## src/common/dcc_pkg.sv

```systemverilog
package dcc_pkg;
   // register bus geometry
   localparam int ADDR_W = 8;
   localparam int DATA_W = 32;
   localparam int MAX_CH = 8;
   // register byte offsets
   localparam logic [ADDR_W-1:0] CTRL_BASE = 8'h00;
   localparam logic [ADDR_W-1:0] IRQ_STAT_OFS = 8'h40;
   localparam logic [ADDR_W-1:0] IRQ_MASK_OFS = 8'h44;
   // channel control field positions
   localparam int BUSY_BIT = 15;
   localparam int CHNS_BIT = 8;
   localparam int EN_BIT = 7;
   localparam int AED_BIT = 6;
   localparam int CHN_BIT = 5;
   localparam int AEN_BIT = 4;
   localparam int EDET_BIT = 2;
   localparam int PRI_LSB = 0;
   localparam int PRI_W = 2;
   // writable positions and reset value of the control word
   localparam logic [DATA_W-1:0] CTRL_WMASK = 32'h0000_01f3;
   localparam logic [DATA_W-1:0] CTRL_RST = 32'h0000_0000;
   // interrupt status layout
   localparam int IRQ_DONE_LSB = 0;
   localparam int IRQ_ABORT_LSB = 8;
   localparam int IRQ_W = 16;
   localparam logic [IRQ_W-1:0] IRQ_RST = 16'h0000;
   // bus slave states
   typedef enum logic {
      BUS_IDLE,
      BUS_ACK
   } dcc_bus_state_type;
endpackage

```

## src/common/dcc_reg_if.sv

```systemverilog
`timescale 1ns/1ps
interface dcc_reg_if;
   logic [dcc_pkg::ADDR_W-1:0] addr;
   logic wr_stb;
   logic [dcc_pkg::DATA_W-1:0] wdata;
   logic [3:0] be;
   logic [dcc_pkg::DATA_W-1:0] rdata;
   modport slave (
      output addr,
      output wr_stb,
      output wdata,
      output be,
      input rdata
   );
   modport regs (
      input addr,
      input wr_stb,
      input wdata,
      input be,
      output rdata
   );
endinterface

```

## src/rtl/dcc_avs_slave.sv

```systemverilog
`timescale 1ns/1ps
module dcc_avs_slave (
   // clock and reset
   input wire logic sys_clk_i,
   input wire logic srst_i,
   // avalon-mm slave
   input wire logic [dcc_pkg::ADDR_W-1:0] avs_address_i,
   input wire logic avs_read_i,
   input wire logic avs_write_i,
   input wire logic [dcc_pkg::DATA_W-1:0] avs_writedata_i,
   input wire logic [3:0] avs_byteenable_i,
   output logic [dcc_pkg::DATA_W-1:0] avs_readdata_o,
   output logic avs_waitrequest_o,
   // register side
   dcc_reg_if.slave reg_bus
);
   import dcc_pkg::*;

   dcc_bus_state_type state_q;
   logic [DATA_W-1:0] rdata_q;
   logic req;

   assign req = avs_read_i | avs_write_i;

   // every access waits exactly one cycle, then completes
   always_ff @(posedge sys_clk_i) begin
      if (srst_i) begin
         state_q <= BUS_IDLE;
      end else begin
         case (state_q)
            BUS_IDLE: begin
               if (req) begin
                  state_q <= BUS_ACK;
               end
            end
            BUS_ACK: state_q <= BUS_IDLE;
            default: state_q <= BUS_IDLE;
         endcase
      end
   end

   always_ff @(posedge sys_clk_i) begin
      if (srst_i) begin
         rdata_q <= '0;
      end else if (state_q == BUS_IDLE && avs_read_i) begin
         rdata_q <= reg_bus.rdata;
      end
   end

   assign avs_waitrequest_o = req & (state_q != BUS_ACK);
   assign avs_readdata_o = rdata_q;
   assign reg_bus.addr = avs_address_i;
   assign reg_bus.wr_stb = avs_write_i & (state_q == BUS_ACK);
   assign reg_bus.wdata = avs_writedata_i;
   assign reg_bus.be = avs_byteenable_i;
endmodule // dcc_avs_slave

```

## src/rtl/dcc_dma_ctrl.sv

```systemverilog
// Overview of operation
// RULE_01: busy reads one while active or enabled
// RULE_02: chain select picks lower or higher neighbour
// RULE_03: chain select matters only when chaining enabled
// RULE_04: enable bit enables, clearing disables channel
// RULE_05: events while disabled need allow bit
// RULE_06: chain enable permits neighbour completion enabling
// RULE_07: auto enable keeps channel on after block
// RULE_08: event detected flag shows registered event
// RULE_09: two-bit binary priority, three is highest
// RULE_10: disable finishes transaction; poll busy for suspension
// RULE_11: unimplemented control bits read zero, ignore writes
// RULE_12: control fields reset to zero
// RULE_13: event flag set on event, cleared on service
//
// Design decisions made here: register access over Avalon-MM and the address map.
`timescale 1ns/1ps
module dcc_dma_ctrl #(
   parameter int NUM_CH = 4
) (
   // clock and reset
   input wire logic sys_clk_i,
   input wire logic srst_i,
   // avalon-mm slave
   input wire logic [dcc_pkg::ADDR_W-1:0] avs_address_i,
   input wire logic avs_read_i,
   input wire logic avs_write_i,
   input wire logic [dcc_pkg::DATA_W-1:0] avs_writedata_i,
   input wire logic [3:0] avs_byteenable_i,
   output logic [dcc_pkg::DATA_W-1:0] avs_readdata_o,
   output logic avs_waitrequest_o,
   // events from the transfer datapath, one bit per channel
   input wire logic [NUM_CH-1:0] start_event_i,
   input wire logic [NUM_CH-1:0] abort_event_i,
   input wire logic [NUM_CH-1:0] block_done_i,
   input wire logic [NUM_CH-1:0] txn_active_i,
   input wire logic [NUM_CH-1:0] service_start_i,
   // channel control towards the datapath and arbiter
   output logic [NUM_CH-1:0] ch_enable_o,
   output logic [NUM_CH-1:0] ch_busy_o,
   output logic [NUM_CH-1:0] ch_event_pending_o,
   output logic [NUM_CH-1:0] start_req_o,
   output logic [NUM_CH-1:0] abort_req_o,
   output logic [dcc_pkg::PRI_W*NUM_CH-1:0] ch_priority_o,
   // interrupt
   output logic irq_o
);
   import dcc_pkg::*;

   dcc_reg_if reg_bus ();

   dcc_avs_slave u_avs (
      .sys_clk_i(sys_clk_i),
      .srst_i(srst_i),
      .avs_address_i(avs_address_i),
      .avs_read_i(avs_read_i),
      .avs_write_i(avs_write_i),
      .avs_writedata_i(avs_writedata_i),
      .avs_byteenable_i(avs_byteenable_i),
      .avs_readdata_o(avs_readdata_o),
      .avs_waitrequest_o(avs_waitrequest_o),
      .reg_bus(reg_bus.slave)
   );

   // address decode
   logic [2:0] ch_idx;
   logic ctrl_hit;
   logic stat_hit;
   logic mask_hit;
   logic [DATA_W-1:0] be_mask;
   logic [DATA_W-1:0] ctrl_rd [MAX_CH];
   logic [NUM_CH+1:0] done_pad;
   logic [MAX_CH-1:0] done_ev;
   logic [MAX_CH-1:0] abort_ev;
   logic [IRQ_W-1:0] irq_stat_q;
   logic [IRQ_W-1:0] irq_mask_q;
   logic [IRQ_W-1:0] irq_set;
   logic [IRQ_W-1:0] irq_clr;
   logic [IRQ_W-1:0] irq_stat_d;
   logic [IRQ_W-1:0] irq_mask_d;
   logic irq_d;
   logic [DATA_W-1:0] stat_word;
   logic [DATA_W-1:0] mask_word;

   assign ch_idx = reg_bus.addr[4:2];
   assign ctrl_hit = (reg_bus.addr[ADDR_W-1:5] == CTRL_BASE[ADDR_W-1:5])
                     && (reg_bus.addr[1:0] == 2'b00)
                     && ({29'h0, ch_idx} < 32'(NUM_CH));
   assign stat_hit = (reg_bus.addr == IRQ_STAT_OFS);
   assign mask_hit = (reg_bus.addr == IRQ_MASK_OFS);
   assign be_mask = {{8{reg_bus.be[3]}}, {8{reg_bus.be[2]}},
                     {8{reg_bus.be[1]}}, {8{reg_bus.be[0]}}};

   // completion of neighbours, padded so the edge channels see no neighbour
   assign done_pad = {1'b0, block_done_i, 1'b0};

   genvar g;
   generate
      for (g = 0; g < MAX_CH; g = g + 1) begin : g_ch
         if (g < NUM_CH) begin : g_used
            logic en_q;
            logic aed_q;
            logic chn_q;
            logic chns_q;
            logic aen_q;
            logic edet_q;
            logic busy_q;
            logic start_q;
            logic abort_q;
            logic [PRI_W-1:0] pri_q;
            logic wr;
            logic [DATA_W-1:0] wm;
            logic ev_ok;
            logic start_reg;
            logic abort_reg;
            logic chain_hit;
            logic en_d;
            logic edet_d;
            logic busy_d;
            logic done_lower_nb;
            logic done_higher_nb;
            logic wr_en_s;
            logic wr_aed_s;
            logic wr_chn_s;
            logic wr_chns_s;
            logic wr_aen_s;
            logic wr_pri_s;

            assign wr = reg_bus.wr_stb & ctrl_hit & (ch_idx == 3'(g));
            assign wm = CTRL_WMASK & be_mask;
            // one write strobe per field; byte lanes are already folded into wm
            assign wr_en_s = wr & wm[EN_BIT];
            assign wr_aed_s = wr & wm[AED_BIT];
            assign wr_chn_s = wr & wm[CHN_BIT];
            assign wr_chns_s = wr & wm[CHNS_BIT];
            assign wr_aen_s = wr & wm[AEN_BIT];
            assign wr_pri_s = wr & wm[PRI_LSB];

            // events count while enabled, or while disabled if allowed
            assign ev_ok = en_q | aed_q; // [RULE_05]
            assign start_reg = start_event_i[g] & ev_ok; // [RULE_05]
            assign abort_reg = abort_event_i[g] & ev_ok; // [RULE_05]

            // the next lower-priority channel is g+1, the next higher one g-1
            assign done_lower_nb = done_pad[g+2];
            assign done_higher_nb = done_pad[g];
            // the direction select is ignored unless chaining is allowed
            assign chain_hit = chn_q // [RULE_03] [RULE_06]
                               & (chns_q ? done_lower_nb : done_higher_nb); // [RULE_02]

            // enable priority: chaining, then abort, then block end, then software
            always_comb begin
               en_d = en_q;
               if (chain_hit) begin
                  en_d = 1'b1; // [RULE_02]
               end else if (abort_reg) begin
                  en_d = 1'b0;
               end else if (block_done_i[g] && !aen_q) begin
                  en_d = 1'b0; // [RULE_07]
               end else if (wr_en_s) begin
                  en_d = reg_bus.wdata[EN_BIT]; // [RULE_04]
               end
            end

            always_ff @(posedge sys_clk_i) begin
               if (srst_i) begin
                  en_q <= CTRL_RST[EN_BIT]; // [RULE_12]
               end else begin
                  en_q <= en_d; // [RULE_04]
               end
            end

            always_ff @(posedge sys_clk_i) begin
               if (srst_i) begin
                  aed_q <= CTRL_RST[AED_BIT]; // [RULE_12]
               end else if (wr_aed_s) begin
                  aed_q <= reg_bus.wdata[AED_BIT]; // [RULE_05]
               end
            end

            always_ff @(posedge sys_clk_i) begin
               if (srst_i) begin
                  chn_q <= CTRL_RST[CHN_BIT]; // [RULE_12]
               end else if (wr_chn_s) begin
                  chn_q <= reg_bus.wdata[CHN_BIT]; // [RULE_06]
               end
            end

            always_ff @(posedge sys_clk_i) begin
               if (srst_i) begin
                  chns_q <= CTRL_RST[CHNS_BIT]; // [RULE_12]
               end else if (wr_chns_s) begin
                  chns_q <= reg_bus.wdata[CHNS_BIT]; // [RULE_02]
               end
            end

            always_ff @(posedge sys_clk_i) begin
               if (srst_i) begin
                  aen_q <= CTRL_RST[AEN_BIT]; // [RULE_12]
               end else if (wr_aen_s) begin
                  aen_q <= reg_bus.wdata[AEN_BIT]; // [RULE_07]
               end
            end

            always_ff @(posedge sys_clk_i) begin
               if (srst_i) begin
                  pri_q <= CTRL_RST[PRI_LSB +: PRI_W]; // [RULE_12]
               end else if (wr_pri_s) begin
                  pri_q <= reg_bus.wdata[PRI_LSB +: PRI_W]; // [RULE_09]
               end
            end

            // a new event wins over the service clear in the same cycle
            always_comb begin
               edet_d = edet_q;
               if (start_reg || abort_reg) begin
                  edet_d = 1'b1; // [RULE_08] [RULE_13]
               end else if (service_start_i[g]) begin
                  edet_d = 1'b0; // [RULE_13]
               end
            end

            always_ff @(posedge sys_clk_i) begin
               if (srst_i) begin
                  edet_q <= CTRL_RST[EDET_BIT]; // [RULE_12]
               end else begin
                  edet_q <= edet_d;
               end
            end

            // busy stays up after disable until the open transaction ends
            assign busy_d = en_q | txn_active_i[g]; // [RULE_01] [RULE_10]

            always_ff @(posedge sys_clk_i) begin
               if (srst_i) begin
                  busy_q <= CTRL_RST[BUSY_BIT]; // [RULE_12]
               end else begin
                  busy_q <= busy_d;
               end
            end

            // request pulses to the datapath, one cycle after the event is taken
            always_ff @(posedge sys_clk_i) begin
               if (srst_i) begin
                  start_q <= 1'b0;
               end else begin
                  start_q <= start_reg;
               end
            end

            always_ff @(posedge sys_clk_i) begin
               if (srst_i) begin
                  abort_q <= 1'b0;
               end else begin
                  abort_q <= abort_reg;
               end
            end

            // unimplemented positions are tied to zero
            always_comb begin
               ctrl_rd[g] = '0; // [RULE_11]
               ctrl_rd[g][BUSY_BIT] = busy_q;
               ctrl_rd[g][CHNS_BIT] = chns_q;
               ctrl_rd[g][EN_BIT] = en_q;
               ctrl_rd[g][AED_BIT] = aed_q;
               ctrl_rd[g][CHN_BIT] = chn_q;
               ctrl_rd[g][AEN_BIT] = aen_q;
               ctrl_rd[g][EDET_BIT] = edet_q;
               ctrl_rd[g][PRI_LSB +: PRI_W] = pri_q; // [RULE_09]
            end

            assign done_ev[g] = block_done_i[g];
            assign abort_ev[g] = abort_reg;
            assign ch_enable_o[g] = en_q; // [RULE_04]
            assign ch_busy_o[g] = busy_q;
            assign ch_event_pending_o[g] = edet_q;
            assign start_req_o[g] = start_q;
            assign abort_req_o[g] = abort_q;
            assign ch_priority_o[g*PRI_W +: PRI_W] = pri_q; // [RULE_09]
         end else begin : g_unused
            assign ctrl_rd[g] = '0;
            assign done_ev[g] = 1'b0;
            assign abort_ev[g] = 1'b0;
         end
      end
   endgenerate

   // interrupt status: hardware set wins over a write-one clear
   assign irq_set = {abort_ev, done_ev};
   assign irq_clr = (reg_bus.wr_stb && stat_hit) ?
                    (reg_bus.wdata[IRQ_W-1:0] & be_mask[IRQ_W-1:0]) : '0;
   assign irq_stat_d = (irq_stat_q & ~irq_clr) | irq_set;

   always_ff @(posedge sys_clk_i) begin
      if (srst_i) begin
         irq_stat_q <= IRQ_RST;
      end else begin
         irq_stat_q <= irq_stat_d;
      end
   end

   // mask writes honour byte lanes so one lane can be changed alone
   always_comb begin
      irq_mask_d = irq_mask_q;
      if (reg_bus.wr_stb && mask_hit) begin
         irq_mask_d = (irq_mask_q & ~be_mask[IRQ_W-1:0])
                      | (reg_bus.wdata[IRQ_W-1:0] & be_mask[IRQ_W-1:0]);
      end
   end

   always_ff @(posedge sys_clk_i) begin
      if (srst_i) begin
         irq_mask_q <= IRQ_RST;
      end else begin
         irq_mask_q <= irq_mask_d;
      end
   end

   // one level line while any unmasked status bit is set
   assign irq_d = |(irq_stat_q & irq_mask_q);

   always_ff @(posedge sys_clk_i) begin
      if (srst_i) begin
         irq_o <= 1'b0;
      end else begin
         irq_o <= irq_d;
      end
   end

   // status and mask occupy the low half; the upper half reads zero
   assign stat_word = {{(DATA_W-IRQ_W){1'b0}}, irq_stat_q};
   assign mask_word = {{(DATA_W-IRQ_W){1'b0}}, irq_mask_q};

   // read mux; unmapped addresses read zero
   always_comb begin
      reg_bus.rdata = '0;
      if (ctrl_hit) begin
         reg_bus.rdata = ctrl_rd[ch_idx]; // [RULE_11]
      end else if (stat_hit) begin
         reg_bus.rdata = stat_word;
      end else if (mask_hit) begin
         reg_bus.rdata = mask_word;
      end
   end
endmodule // dcc_dma_ctrl

```

## config.mk

```make
export PLATFORM = sky130hd
export DESIGN_NAME = dcc_dma_ctrl
export DESIGN_NICKNAME = d
export VERILOG_FILES = /design/src/common/dcc_pkg.sv /design/src/common/dcc_reg_if.sv /design/src/rtl/dcc_avs_slave.sv /design/src/rtl/dcc_dma_ctrl.sv
export SDC_FILE = /design/constraint.sdc
export NUM_CORES = 1
export LEC_CHECK = 0
export ABC_AREA = 1
export ABC_CLOCK_PERIOD_IN_PS = 2400
export BUFFER_PORTS_ARGS = -buffer_cell sky130_fd_sc_hd__buf_4
export CORE_MARGIN = 4
export CORE_UTILIZATION = 48
export DETAILED_ROUTE_END_ITERATION = 12
export HOLD_SLACK_MARGIN = 0.15
export PLACE_DENSITY = 0.75
export SKIP_LAST_GASP = 1
export SYNTH_ARGS = -nofsm -noshare
export SYNTH_HDL_FRONTEND = slang
export SYNTH_SLANG_ARGS = --single-unit
```

## constraint.sdc

```tcl
create_clock -name sys_clk_i -period 2.4 [get_ports sys_clk_i]
set_clock_uncertainty 0.1 [all_clocks]
set_input_delay 0.12 -clock sys_clk_i [delete_from_list [all_inputs] [get_ports sys_clk_i]]
set_output_delay 0.12 -clock sys_clk_i [all_outputs]
set_load 0.01 [all_outputs]
```

==> flow_summary.json <==
{
  "grt_pass1_vias": 4722,
  "synth-seq-cells": 94,
  "critPathLaunch": "u_avs.state_q",
  "utilization_pct": 63.0,
  "end_kind": "register",
  "max_slew.worst_pin.slew_ns": 0.773,
  "fin_tns_setup_ns": 0,
  "cp-endpoint": "g_ch[2].g_used.chn_q",
  "ys.flop_type": "dfxtp_1",
  "r2r_start": "u_avs.state_q",
  "cts_tree": "done",
  "path_clk_slew_ns": 0.10,
  "period_share_pct": 89.9,
  "synth_top_cell_by_area": "dfxtp_1",
  "drtAntennaViolNets": 0,
  "vias": 4887,
  "grt_pass1_wl_um": 23000,
  "wl_um": 14000,
  "min-delay-start": "avs_address_i[2]",
  "rsz0062_at_grt": "false",
  "viasPerCell": 5.57,
  "first_pass_iters": 5,
  "initial_core_util_pct": 49.1,
  "drive_above_1_share_pct": 17.6,
  "cp.required_ns": 2.59,
  "powerDensity_nw_per_um2": 502,
  "drt_iter0_markers": 482,
  "yosysMostFrequentCell": "nand2_1",
  "hold_path_class": "input pin to register",
  "syn-instance-count": 643,
  "worstSetupPathType": "register to register",
  "yosys_warnings": 0,
  "ys_types": 28,
  "grt_use_total_pct": 25.7,
  "multi_input_area_sq_um": 2110,
  "synth-async-reset-ratio_pct": 0,
  "cts_max_level": 3,
  "drv_cap": 0,
  "gp_congestion": 0.906,
  "synth_top_cell_area_share_pct": 41.6,
  "worstSkewPairLatency_ns": 0.36,
  "status": "finished, final reports clean",
  "fillers": 805,
  "remaining_drc_errors": 0,
  "grt_max_degree": 75,
  "num_rows": 35,
  "synth-edff-count": 0,
  "highest_layer": "met4",
  "met3_length_um": 1230,
  "finalHoldViolCount": 0,
  "ff2ff_path_depth": 5,
  "postSynthAreaPerCell_sq_um": 7.03,
  "critPathArrivalTime_ns": 2.35,
  "fin_nets": 829,
  "routedWlPerCell_um": 16.0,
  "cts_resized": 0,
  "seq_area_sq_um": 1880,
  "met1Wirelength_um": 5900,
  "ys_top_cells_by_count": "nand2_1, dfxtp_1, a21oi_1",
  "vdd_drop_max_uv": 275,
  "regToRegSetupSlack_ns": 0.24,
  "root_buffer": "clkbuf_8",
  "gr-total-overflow": 0,
  "p_leak_nw": 2.42,
  "slew_headroom_pct": 48.5,
  "design.die.area_sq_um": 11000,
  "start_kind": "register",
  "synthTopCellsByArea": "dfxtp_1, nand2_1, a21oi_1",
  "area_delta_synth_final_pct": 28.3,
  "n_antenna_cell": 0,
  "core_sq_um": 9200,
  "port_buffers": 95,
  "finalCriticalPeriod_ns": 2.16,
  "max_freq_mhz": 464,
  "rr_endpoint": "g_ch[2].g_used.chn_q",
  "clkSinkCount": 94,
  "wl_met2_um": 6310,
  "ios": 130,
  "die_h_um": 105,
  "maxSlewViolCount": 0,
  "hpwl_um": 9720,
  "antenna_found_initial": 0,
  "die_w_um": 105,
  "synth_area_sq_um": 4520,
  "max-clock-path-buffers": 2,
  "finalSetupViolCount": 0,
  "worstPathMaxFanout": 23,
  "numCtsBuffers": 9,
  "ys_seq_area_share_pct": 41.6
}
==> power by group <==
part           total, mW  internal, mW  switching, mW
combinational      0.364         0.158          0.207
clock              0.943         0.378          0.565
sequential          1.60          1.58         0.0214
==> cell families (layout without fill, tap and decap cells) <==
logic type | count (synthesis) | after routing | synth area share (%)
flops | 94 | 94 | 41.6
other cells | 1 | 16 | 0.0830
buf+inv | 114 | 222 | 12.8
compound gates | 106 | 106 | 12.3
simple gates | 328 | 328 | 33.1
==> how the worst min path moves through the flow <==
| stage | cells past startpoint | to | slack (ns) |
|---|---|---|---|
| global placement | 3 | g_ch[3].g_used.busy_q | 0.23 |
| finish | 5 | g_ch[2].g_used.pri_q[1] | 0.17 |
| floorplan | 2 | g_ch[0].g_used.busy_q | 0.14 |
| global route | 5 | g_ch[3].g_used.aen_q | 0.17 |
| detailed placement | 3 | g_ch[0].g_used.busy_q | 0.23 |
| CTS | 5 | g_ch[3].g_used.aen_q | 0.15 |
==> critical path, cell delays in order, from the launching register on <==
cell	delay, ns
dfxtp_1	0.38
nand2_1	0.21
nor2_4	0.49
nand4_1	0.18
dlygate4sd3_1	0.62
a21oi_1	0.12
==> metal layers <==
metal,up-vias,track usage [%]
li1,2330,-
met1,2219,33.7
met2,285,41.0
met3,53,4.01
met4,0,12.6
met5,-,0
==> through the flow <==
stage / instance area [sq um] / power, mW / setup WS, ns / hold slack [ns] / instances
finish: 5800 / 2.91 / 0.243 / 0.165 / 877
global route: 5800 / 3.01 / 0.132 / 0.175 / 877
CTS: 5800 / 2.92 / 0.371 / 0.153 / 877
detailed placement: 5120 / 1.94 / 0.529 / 0.233 / 811
global placement: 5120 / 1.93 / 0.588 / 0.228 / 811
floorplan: 4580 / 1.82 / 0.946 / 0.136 / 658
==> layout make-up <==
| type | instances | share of cell area (%) |
|---|---|---|
| clock buffer | 9 | 2.14 |
| multi-input combinational | 450 | 36.5 |
| sequential | 94 | 32.5 |
| timing repair buffer | 157 | 22.5 |
| tap | 111 | 2.40 |
| inverter | 49 | 3.17 |
| clock inverter | 7 | 0.863 |
==> timing repair <==
action                    CTS  global route
hold buffers               50             0
setup buffers               0             0
hold endpoints to repair   77             0
==> layout by cell type, fill, tap and decap left out, types with 4 or more instances in the layout <==
master and n:
o21ai_0 23, o21a_1 4, nand3_1 54, nand2_1 176
conb_1 16, a21oi_1 73, clkbuf_8 9, nor2_2 4
buf_4 107, nor2_1 31, nand4_1 54, dfxtp_1 94
dlygate4sd3_1 50, inv_1 45
No activity file was read; power rests on OpenSTA's default activity.
